### src/rtl/hcspl_pkg.sv
`default_nettype none
package hcspl_pkg;
   localparam int unsigned PORTS       = 7;
   localparam int unsigned CFG_W       = 3;
   localparam int unsigned AHB_AW      = 32;
   localparam int unsigned AHB_DW      = 32;

   // clock and high-speed blink timing
   localparam longint unsigned CLK_HZ       = 200_000_000;
   localparam longint unsigned HS_BLINK_HZ  = 1000;
   localparam int unsigned     HS_HALF_CYC  = int'(CLK_HZ / (2 * HS_BLINK_HZ));
   localparam int unsigned     DIV_W        = 17;
   localparam int unsigned     CAPTURE_WAIT = 2;

   // configuration-select encodings
   localparam logic [CFG_W-1:0] CFG_DEFAULT_STRAP = 3'h0;
   localparam logic [CFG_W-1:0] CFG_SMBUS         = 3'h1;
   localparam logic [CFG_W-1:0] CFG_BUS_POWERED   = 3'h2;
   localparam logic [CFG_W-1:0] CFG_EEPROM        = 3'h3;
   localparam logic [CFG_W-1:0] CFG_DYN_POWER     = 3'h4;
   localparam logic [CFG_W-1:0] CFG_DYN_POWER_USB = 3'h5;
   localparam logic [CFG_W-1:0] CFG_PLAIN_DEFAULT = 3'h6;
   localparam logic [CFG_W-1:0] CFG_GANGED_USB    = 3'h7;

   // decoded option flag positions
   localparam int unsigned FLAG_W      = 7;
   localparam int unsigned F_SMBUS     = 0;
   localparam int unsigned F_EEPROM    = 1;
   localparam int unsigned F_STRAP     = 2;
   localparam int unsigned F_BUS_PWR   = 3;
   localparam int unsigned F_LED_USB   = 4;
   localparam int unsigned F_DYN_PWR   = 5;
   localparam int unsigned F_GANGED    = 6;

   localparam logic [6:0] SMBUS_SLAVE_ADDR = 7'h2c;

   // register map (byte addresses)
   localparam logic [AHB_AW-1:0] OFF_CTRL   = 32'h0000_0000;
   localparam logic [AHB_AW-1:0] OFF_STATUS = 32'h0000_0004;
   localparam logic [AHB_AW-1:0] OFF_SMBUS  = 32'h0000_0008;

   // ctrl fields
   localparam int unsigned CTRL_LED_USB = 0;
   localparam logic        CTRL_RESET   = 1'b0;

   // status fields
   localparam int unsigned ST_CFG_LSB   = 0;
   localparam int unsigned ST_VALID     = 3;
   localparam int unsigned ST_FLAG_LSB  = 4;
   localparam int unsigned ST_LED_USB   = 11;
   localparam int unsigned ST_HS_PHASE  = 12;
endpackage : hcspl_pkg
`default_nettype wire

### src/rtl/hcspl_port_led.sv
// Overview of operation
// capture select pins just after reset release
// 000: internal defaults, straps honoured
// 001: SMBus slave 0101100, straps off, registers
// 010: defaults, straps, bus powered, USB LEDs
// 011: EEPROM load, straps off, registers
// 100: defaults, straps off, dynamic power switching
// 101: dynamic power switching plus USB LEDs
// 110: defaults, straps off, nothing else
// 111: USB LEDs, ganged power and over-current
// exactly one LED mode at a time
// USB mode: green and amber, active low
// USB mode shows no connection speed
// speed mode uses only primary outputs
// speed mode low-speed drives primary low
// speed mode full-speed drives primary high
// speed mode high-speed toggles at 1 kHz
// speed mode tri-state when detached or suspended
// shared free-running divider makes the toggle
`timescale 1ns/1ps
`default_nettype none
module hcspl_port_led #(
   parameter int unsigned HS_HALF_CYCLES = hcspl_pkg::HS_HALF_CYC
) (
   input  wire logic                          hclk,
   input  wire logic                          hresetn,
   // ahb-lite slave
   input  wire logic                          hsel,
   input  wire logic [hcspl_pkg::AHB_AW-1:0]  haddr,
   input  wire logic [1:0]                    htrans,
   input  wire logic                          hwrite,
   input  wire logic [2:0]                    hsize,
   input  wire logic [hcspl_pkg::AHB_DW-1:0]  hwdata,
   input  wire logic                          hready,
   output logic                               hreadyout,
   output logic      [hcspl_pkg::AHB_DW-1:0]  hrdata,
   output logic                               hresp,
   // strap pins
   input  wire logic                          cfg_source_pick_hi,
   input  wire logic                          cfg_source_pick_mid,
   input  wire logic                          cfg_source_pick_lo,
   // decoded configuration
   output logic                               cfg_valid,
   output logic                               smbus_slave_en,
   output logic      [6:0]                    smbus_slave_addr,
   output logic                               eeprom_load_en,
   output logic                               strap_options_en,
   output logic                               bus_powered,
   output logic                               dyn_power_switch,
   output logic                               ganged_power,
   output logic                               led_usb_mode,
   // port status from hub core
   input  wire logic [hcspl_pkg::PORTS-1:0]   port_attached,
   input  wire logic [hcspl_pkg::PORTS-1:0]   port_low_speed,
   input  wire logic [hcspl_pkg::PORTS-1:0]   port_high_speed,
   input  wire logic [hcspl_pkg::PORTS-1:0]   port_green_on,
   input  wire logic [hcspl_pkg::PORTS-1:0]   port_amber_on,
   input  wire logic                          hub_suspended,
   // indicator pins
   output logic      [hcspl_pkg::PORTS-1:0]   port_primary_indicator_n,
   output logic      [hcspl_pkg::PORTS-1:0]   port_primary_indicator_oe_n,
   output logic      [hcspl_pkg::PORTS-1:0]   port_secondary_indicator_n
);
   localparam int unsigned P = hcspl_pkg::PORTS;
   localparam int unsigned DW = hcspl_pkg::DIV_W;

   function automatic logic [hcspl_pkg::FLAG_W-1:0] cfg_decode(input logic [hcspl_pkg::CFG_W-1:0] c);
      logic [hcspl_pkg::FLAG_W-1:0] f;
      f = '0;
      unique case (c)
         hcspl_pkg::CFG_DEFAULT_STRAP: f[hcspl_pkg::F_STRAP] = 1'b1;
         hcspl_pkg::CFG_SMBUS:         f[hcspl_pkg::F_SMBUS] = 1'b1;
         hcspl_pkg::CFG_BUS_POWERED: begin
            f[hcspl_pkg::F_STRAP]   = 1'b1;
            f[hcspl_pkg::F_BUS_PWR] = 1'b1;
            f[hcspl_pkg::F_LED_USB] = 1'b1;
         end
         hcspl_pkg::CFG_EEPROM:        f[hcspl_pkg::F_EEPROM] = 1'b1;
         hcspl_pkg::CFG_DYN_POWER:     f[hcspl_pkg::F_DYN_PWR] = 1'b1;
         hcspl_pkg::CFG_DYN_POWER_USB: begin
            f[hcspl_pkg::F_DYN_PWR] = 1'b1;
            f[hcspl_pkg::F_LED_USB] = 1'b1;
         end
         hcspl_pkg::CFG_PLAIN_DEFAULT: f = '0;
         hcspl_pkg::CFG_GANGED_USB: begin
            f[hcspl_pkg::F_LED_USB] = 1'b1;
            f[hcspl_pkg::F_GANGED]  = 1'b1;
         end
      endcase
      return f;
   endfunction : cfg_decode

   // strap capture: two-flop sync, then one capture shortly after release
   logic [2:0] cfg_meta_reg;
   logic [2:0] cfg_sync_reg;
   logic [2:0] cfg_cap_reg;
   logic       valid_reg;
   logic [1:0] wait_reg;
   wire  logic capture_now = !valid_reg && (wait_reg == 2'(hcspl_pkg::CAPTURE_WAIT));

   always_ff @(posedge hclk or negedge hresetn) begin
      if (!hresetn) begin
         cfg_meta_reg <= 3'h0;
         cfg_sync_reg <= 3'h0;
      end else begin
         cfg_meta_reg <= {cfg_source_pick_hi, cfg_source_pick_mid, cfg_source_pick_lo};
         cfg_sync_reg <= cfg_meta_reg;
      end
   end

   always_ff @(posedge hclk or negedge hresetn) begin
      if (!hresetn) begin
         wait_reg    <= 2'h0;
         valid_reg   <= 1'b0;
         cfg_cap_reg <= 3'h0;
      end else begin
         if (!valid_reg && !capture_now)
            wait_reg <= wait_reg + 2'h1;
         if (capture_now) begin
            valid_reg   <= 1'b1;
            cfg_cap_reg <= cfg_sync_reg;
         end
      end
   end

   // ahb-lite slave, zero wait states
   logic                          ctrl_led_usb_reg;
   logic                          wr_pend_reg;
   logic [hcspl_pkg::AHB_AW-1:0]  wr_addr_reg;
   logic [hcspl_pkg::AHB_DW-1:0]  rdata_reg;
   wire  logic addr_phase   = hsel && hready && htrans[1];
   wire  logic ctrl_wr      = wr_pend_reg && (wr_addr_reg == hcspl_pkg::OFF_CTRL);
   // forward a write in its data phase so a back-to-back read sees it
   wire  logic ctrl_led_usb_next = ctrl_wr ? hwdata[hcspl_pkg::CTRL_LED_USB] : ctrl_led_usb_reg;

   wire  logic [hcspl_pkg::FLAG_W-1:0] flags = valid_reg ? cfg_decode(cfg_cap_reg) : '0;
   // LED mode under register control in select modes 000, 001, 011, 100 and 110; a forced USB mode wins
   wire  logic led_usb   = flags[hcspl_pkg::F_LED_USB] || ctrl_led_usb_reg;
   logic       hs_phase_reg;

   wire  logic [hcspl_pkg::AHB_DW-1:0] status_word =
      {19'h0, hs_phase_reg, led_usb, flags, valid_reg, cfg_cap_reg};
   wire  logic [hcspl_pkg::AHB_DW-1:0] rd_mux =
      (haddr == hcspl_pkg::OFF_CTRL)   ? {31'h0, ctrl_led_usb_next} :
      (haddr == hcspl_pkg::OFF_STATUS) ? status_word :
      (haddr == hcspl_pkg::OFF_SMBUS)  ? {25'h0, hcspl_pkg::SMBUS_SLAVE_ADDR} :
      32'h0;

   always_ff @(posedge hclk or negedge hresetn) begin
      if (!hresetn) begin
         wr_pend_reg      <= 1'b0;
         wr_addr_reg      <= '0;
         rdata_reg        <= '0;
         ctrl_led_usb_reg <= hcspl_pkg::CTRL_RESET;
      end else begin
         wr_pend_reg      <= addr_phase && hwrite;
         wr_addr_reg      <= haddr;
         ctrl_led_usb_reg <= ctrl_led_usb_next;
         if (addr_phase && !hwrite)
            rdata_reg <= rd_mux;
      end
   end

   assign hreadyout = 1'b1;
   assign hresp     = 1'b0;
   assign hrdata    = rdata_reg;

   assign cfg_valid        = valid_reg;
   assign smbus_slave_en   = flags[hcspl_pkg::F_SMBUS];
   assign smbus_slave_addr = hcspl_pkg::SMBUS_SLAVE_ADDR;
   assign eeprom_load_en   = flags[hcspl_pkg::F_EEPROM];
   assign strap_options_en = flags[hcspl_pkg::F_STRAP];
   assign bus_powered      = flags[hcspl_pkg::F_BUS_PWR];
   assign dyn_power_switch = flags[hcspl_pkg::F_DYN_PWR];
   assign ganged_power     = flags[hcspl_pkg::F_GANGED];
   assign led_usb_mode     = led_usb;

   // one shared divider so all ports blink in phase
   logic [hcspl_pkg::DIV_W-1:0] div_reg;
   wire  logic div_wrap = (div_reg == DW'(HS_HALF_CYCLES - 1));

   always_ff @(posedge hclk or negedge hresetn) begin
      if (!hresetn) begin
         div_reg      <= '0;
         hs_phase_reg <= 1'b0;
      end else begin
         div_reg      <= div_wrap ? '0 : div_reg + DW'(1);
         if (div_wrap)
            hs_phase_reg <= !hs_phase_reg;
      end
   end

   genvar g;
   generate
      for (g = 0; g < P; g++) begin : g_port
         wire logic lit = port_attached[g] && !hub_suspended;
         // speed colour: low first, then high, otherwise full
         wire logic spd_lvl = port_low_speed[g]  ? 1'b0 :
                              port_high_speed[g] ? hs_phase_reg :
                              1'b1;
         wire logic prim_next = !valid_reg ? 1'b1 :
                                led_usb    ? !port_green_on[g] : spd_lvl;
         wire logic oe_n_next = !valid_reg ? 1'b1 :
                                led_usb    ? 1'b0 : !lit;
         wire logic sec_next  = !valid_reg || !led_usb || !port_amber_on[g];

         always_ff @(posedge hclk or negedge hresetn) begin
            if (!hresetn) begin
               port_primary_indicator_n[g]    <= 1'b1;
               port_primary_indicator_oe_n[g] <= 1'b1;
               port_secondary_indicator_n[g]  <= 1'b1;
            end else begin
               port_primary_indicator_n[g]    <= prim_next;
               port_primary_indicator_oe_n[g] <= oe_n_next;
               port_secondary_indicator_n[g]  <= sec_next;
            end
         end

         low_speed_led_a: assert property (@(posedge hclk) disable iff (!hresetn)
            valid_reg && !led_usb && lit && port_low_speed[g]
            |=> !port_primary_indicator_n[g] && !port_primary_indicator_oe_n[g])
            else $error("low-speed port not driven low");
         full_speed_led_a: assert property (@(posedge hclk) disable iff (!hresetn)
            valid_reg && !led_usb && lit && !port_low_speed[g] && !port_high_speed[g]
            |=> port_primary_indicator_n[g] && !port_primary_indicator_oe_n[g])
            else $error("full-speed port not driven high");
         off_state_a: assert property (@(posedge hclk) disable iff (!hresetn)
            valid_reg && !led_usb && !lit |=> port_primary_indicator_oe_n[g])
            else $error("idle port not tri-stated");
         usb_amber_a: assert property (@(posedge hclk) disable iff (!hresetn)
            valid_reg && led_usb
            |=> port_secondary_indicator_n[g] == !$past(port_amber_on[g])
                && !port_primary_indicator_oe_n[g])
            else $error("amber output does not follow request");
         // usb mode mirrors the hub core's request bits, speed inputs unused
         secondary_off_a: assert property (@(posedge hclk) disable iff (!hresetn)
            valid_reg && !led_usb |=> port_secondary_indicator_n[g])
            else $error("secondary output lit in speed mode");
         usb_green_a: assert property (@(posedge hclk) disable iff (!hresetn)
            valid_reg && led_usb
            |=> port_primary_indicator_n[g] == !$past(port_green_on[g]))
            else $error("green output does not follow request");
         high_speed_led_a: assert property (@(posedge hclk) disable iff (!hresetn)
            valid_reg && !led_usb && lit && !port_low_speed[g] && port_high_speed[g]
            |=> port_primary_indicator_n[g] == $past(hs_phase_reg) && !port_primary_indicator_oe_n[g])
            else $error("high-speed port not blinking");
      end
   endgenerate

   cfg_hold_a: assert property (@(posedge hclk) disable iff (!hresetn)
      valid_reg |=> valid_reg && $stable(cfg_cap_reg))
      else $error("captured select changed after capture");
   cfg_when_a: assert property (@(posedge hclk) disable iff (!hresetn)
      $rose(valid_reg) |-> cfg_cap_reg == $past(cfg_sync_reg) && $past(wait_reg) == 2'h2)
      else $error("select captured at wrong time");
   smbus_mode_a: assert property (@(posedge hclk) disable iff (!hresetn)
      valid_reg && cfg_cap_reg == hcspl_pkg::CFG_SMBUS
      |-> smbus_slave_en && !strap_options_en && !eeprom_load_en && smbus_slave_addr == 7'h2c)
      else $error("smbus mode decode wrong");
   eeprom_mode_a: assert property (@(posedge hclk) disable iff (!hresetn)
      valid_reg && cfg_cap_reg == hcspl_pkg::CFG_EEPROM
      |-> eeprom_load_en && !strap_options_en && !smbus_slave_en)
      else $error("eeprom mode decode wrong");
   bus_power_a: assert property (@(posedge hclk) disable iff (!hresetn)
      valid_reg && cfg_cap_reg == hcspl_pkg::CFG_BUS_POWERED
      |-> bus_powered && strap_options_en && led_usb_mode)
      else $error("bus-powered decode wrong");
   ganged_usb_a: assert property (@(posedge hclk) disable iff (!hresetn)
      valid_reg && cfg_cap_reg == hcspl_pkg::CFG_GANGED_USB
      |-> ganged_power && led_usb_mode && !strap_options_en && !dyn_power_switch)
      else $error("ganged decode wrong");
   dyn_power_a: assert property (@(posedge hclk) disable iff (!hresetn)
      valid_reg && cfg_cap_reg[2:1] == 2'h2 |-> dyn_power_switch && !strap_options_en)
      else $error("dynamic power decode wrong");
   hs_toggle_a: assert property (@(posedge hclk) disable iff (!hresetn)
      $changed(hs_phase_reg) |-> $past(div_reg) == DW'(HS_HALF_CYCLES - 1))
      else $error("blink toggled off its period");
   div_step_a: assert property (@(posedge hclk) disable iff (!hresetn)
      div_reg != '0 |-> div_reg == $past(div_reg) + DW'(1))
      else $error("blink divider skipped a count");
   pre_capture_off_a: assert property (@(posedge hclk) disable iff (!hresetn)
      !valid_reg |=> (&port_primary_indicator_oe_n) && (&port_secondary_indicator_n))
      else $error("indicators active before select capture");
   // decode checks: 000 and 110 against every option but LED mode, then 101 and forced USB mode
   decode_strap_a: assert property (@(posedge hclk) disable iff (!hresetn)
      valid_reg && cfg_cap_reg == hcspl_pkg::CFG_DEFAULT_STRAP
      |-> strap_options_en && !smbus_slave_en && !eeprom_load_en
          && !bus_powered && !dyn_power_switch && !ganged_power)
      else $error("default strap decode wrong");
   decode_plain_a: assert property (@(posedge hclk) disable iff (!hresetn)
      valid_reg && cfg_cap_reg == hcspl_pkg::CFG_PLAIN_DEFAULT
      |-> !strap_options_en && !smbus_slave_en && !eeprom_load_en
          && !bus_powered && !dyn_power_switch && !ganged_power)
      else $error("plain default decode wrong");
   dyn_usb_a: assert property (@(posedge hclk) disable iff (!hresetn)
      valid_reg && cfg_cap_reg == hcspl_pkg::CFG_DYN_POWER_USB
      |-> dyn_power_switch && led_usb_mode && !strap_options_en)
      else $error("dynamic power usb decode wrong");
   mode_forced_a: assert property (@(posedge hclk) disable iff (!hresetn)
      valid_reg && (cfg_cap_reg == hcspl_pkg::CFG_BUS_POWERED || cfg_cap_reg == hcspl_pkg::CFG_DYN_POWER_USB
                    || cfg_cap_reg == hcspl_pkg::CFG_GANGED_USB) |-> led_usb_mode)
      else $error("select did not force usb led mode");
endmodule : hcspl_port_led
`default_nettype wire

### config.mk
export PLATFORM = sky130hd
export DESIGN_NAME = hcspl_port_led
export DESIGN_NICKNAME = d
export VERILOG_FILES = /design/src/rtl/hcspl_pkg.sv /design/src/rtl/hcspl_port_led.sv
export SDC_FILE = /design/constraint.sdc
export NUM_CORES = 1
export LEC_CHECK = 0
export BUFFER_PORTS_ARGS = -buffer_cell sky130_fd_sc_hd__buf_2
export CORE_UTILIZATION = 49
export DETAILED_ROUTE_END_ITERATION = 10
export PLACE_DENSITY_LB_ADDON = 0.1
export REMOVE_ABC_BUFFERS = 1
export SYNTH_ARGS = -nofsm -noshare
export SYNTH_HDL_FRONTEND = slang
export SYNTH_SLANG_ARGS = --single-unit
### constraint.sdc
create_clock -name hclk -period 5 [get_ports hclk]
set_input_delay 1 -clock hclk [delete_from_list [all_inputs] [get_ports hclk]]
set_output_delay 1 -clock hclk [all_outputs]
set_load 0.005 [all_outputs]
==> impl_results.md <==
* Initial antenna violation count at 0
* RePlAce Congestion at 0.758
* Final #Nets at 543
* Total length of routed met2 wires at 3610 µm
* Met1 WL at 3210 µm
* Met3 wire len at 382 µm
* VDD IR max at 0.000145 V
* Hold slack at 0.357 ns
* Layout area overhead at 20.3%
* Register area share after synthesis at 0.657
* Crit path depth at 5
* Die Span Y at 89.7 µm
* Worst Setup SP: cfg_cap_reg[1]$_DFFE_PN0P_
* Final Core Density at 0.619
* Fin Setup TNS at 0 ns
* Critical path fanouts, max at 16
* Largest stage delay, worst path at 0.82 ns
* Gr usage total at 0.196
* Setup Fix Bufs, Post-CTS at 0
* Slew headroom at 0.335
* Final Max Slew Viols at 0
* Mapped cell area at 3770 µm²
* Reg area at 2480 µm²
* N_diodes at 0
* Reg2reg start: cfg_cap_reg[1]$_DFFE_PN0P_
* Core ar. at 7330 µm²
* Worst Setup EP: led_usb_mode
* Family with the most delay on the worst path: simple AND/OR/NAND/NOR gates
* R2R setup slack at 2.58 ns
* DR vias at 2605
* I/O pin count at 183
* Fmax at 0.300 GHz
* Setup CP Type: register to output pin
* Crit path required time at 4.00 ns
* DRC marker count from the first detailed-route iteration at 44
* Wirelength per Cell at 13.9 µm
* First-pass GRT wire length at 12300 µm
* R2R Path End: port_primary_indicator_oe_n[5]$_DFF_PN1_
* Minimum clock period at 3.33 ns
* Slowest-stage cell, CP: nor2b_1
* Mean Syn Cell Area at 12.3 µm²
* Setup crit start kind: register
* Worst Hold Path Cells at 0
* Place WS at 2.06 ns
* Routed Antenna Nets at 0
* Path depth of the worst reg2reg path at 5
* Full die area at 8050 µm²
* Commonest non-fill, non-tap cell in the layout: buf_2
* CTS max path bufs at 2
* Fill cells at 612
* Crit-path cells: nor3b_1 -> o21ai_0 -> nor2b_1 -> inv_1 -> buf_2
* First-pass DRT Iterations at 4
* Warnings from Yosys at 0
* Top routing layer in use: met4
* Final hold vios at 0
* Clk_skew at 0.00702 ns
* Final WL at 7410 µm
* Pwr Total at 1.41 mW
* Post-synthesis register bit count at 98
* Largest register FFs at 32
* Layout cells sized above 1 at 0.379
* Leak at 2.20 nW
* Horiz. Die Dim at 89.7 µm
* H-tree lvl count at 3
* Area of the multi-input gates at 1130 µm²
* RSZ-0062 raised after global routing: no
* CTS tree: done
* Crit path DAT at 2.33 ns
* CTS sink cnt at 98
* Detailed-route DRC error count at 0
* Worst-Margin Slew at 0.996 ns
* Max-cap viol count at 0
* Post-route clock period utilization at 0.667
* Synth unique cells at 38
* Synth Instances at 306
* Vias per inst at 4.90
* Clk Latency, worst-skew pair at 0.35 ns
* Buf+Inv Stages, Crit Path at 2
* Total CTS buffers at 9
* Largest net degree at the start of global routing at 61
* Grt ovf at 0
* Vias in the first global route at 2564
* Setup WS post-layout at 1.67 ns
* Root Driver: clkbuf_8
* Initial Util at 0.515
* CP endpoint kind: output pin
* CTS clk-pin slew, worst paths at 0.09 ns
* Post_cts resized at 0
* Setup violators final at 0
* Cell Rows at 31
* Status: finished clean
* Most frequent cells in the layout: 118 x buf_2, 77 x dfrtp_1, 28 x conb_1
* Number of port buffers at 119
* Min-Delay Path Class: register to register
* PD cells at 310 nW/µm²
* Final HPWL DP at 5470 µm
* Hold_buf cts at 0
layer usage:
metal  up-vias  track usage
met3        19       0.0372
met2        91        0.315
met5         -            0
li1       1248            -
met4         0       0.0902
met1      1247        0.261
worst reg2reg max path, delay by kind of cell, from the launching register on:
kind            cells  cell delay (ns)
simple gates        3             1.42
compound gates      2             0.47
flops               1             0.46
cell type report:
type,count,share of cell area
Sequential cell,98,0.546
Multi-Input combinational cell,193,0.249
Timing Repair Buffer,120,0.133
Clock buffer,10,0.0303
Tap cell,99,0.0273
Clock inverter,6,0.00910
Inverter,6,0.00496
where the power goes:
group / total [mW] / leakage [nW] / internal, mW / switching, mW
registers: 0.843 / 1.17 / 0.833 / 0.0102
clock network: 0.460 / 0.0863 / 0.195 / 0.266
logic: 0.106 / 0.941 / 0.0457 / 0.0599
metrics by stage:
| stage | cell area, µm² | cells |
|---|---|---|
| 6_report | 4540 | 532 |
| 5_1_grt | 4540 | 532 |
| 4_1_cts | 4540 | 532 |
| 3_5_place_dp | 4360 | 516 |
| 3_3_place_gp | 4360 | 516 |
| 2_1_floorplan | 3630 | 297 |
cells in the mapped netlist:
master	n	share of area
dfrtp_1	77	0.51
buf_4	28	0.056
nand2_1	26	0.026
dfstp_2	21	0.15
nor2_1	19	0.019
a21oi_1	18	0.024
nor4_1	14	0.023
xnor2_1	10	0.023
nand4_1	9	0.015
a22o_1	8	0.019
o211ai_1	7	0.014
nand3_1	6	0.0080
nor2b_1	6	0.010
o21ai_0	6	0.0080
xor2_1	6	0.014
clkbuf_1	5	0.0050
inv_1	5	0.0050
mux2_2	4	0.012
nor3_1	3	0.0040
and2_1	2	0.0033
and3_1	2	0.0033
buf_2	2	0.0027
conb_1	2	0.0020
ha_1	2	0.0066
nand2b_1	2	0.0033
nor3b_1	2	0.0040
nor4b_1	2	0.0046
or3_1	2	0.0033
a31oi_1	1	0.0017
and4_2	1	0.0027
clkinv_1	1	0.00099
nand4b_1	1	0.0023
nor4_4	1	0.0056
o2bb2ai_1	1	0.0023
o41ai_1	1	0.0023
or2_2	1	0.0017
or4b_1	1	0.0027
or4b_4	1	0.0036
logic make-up (layout without fill, tap and decap cells):
logic type	Yosys count	after routing	share of synthesized area
fa+ha+maj	2	2	0.00663
other cells	2	28	0.00199
compound gates	42	42	0.0707
flops	98	98	0.657
xor+xnor	16	16	0.0371
simple gates	101	101	0.145
mux	4	4	0.0119
buf+inv	41	142	0.0693
how the worst min path moves through the flow:
stage | slack [ns] | from | endpoint
2_1_floorplan | 0.33 | cfg_meta_reg[0]$_DFF_PN0_ | cfg_sync_reg[0]$_DFF_PN0_
3_3_place_gp | 0.33 | cfg_meta_reg[2]$_DFF_PN0_ | cfg_sync_reg[2]$_DFF_PN0_
3_5_place_dp | 0.34 | cfg_meta_reg[0]$_DFF_PN0_ | cfg_sync_reg[0]$_DFF_PN0_
4_1_cts | 0.36 | cfg_meta_reg[0]$_DFF_PN0_ | cfg_sync_reg[0]$_DFF_PN0_
5_1_grt | 0.37 | cfg_meta_reg[0]$_DFF_PN0_ | cfg_sync_reg[0]$_DFF_PN0_
6_report | 0.36 | cfg_meta_reg[0]$_DFF_PN0_ | cfg_sync_reg[0]$_DFF_PN0_
Power figures use the tool's default switching activity.
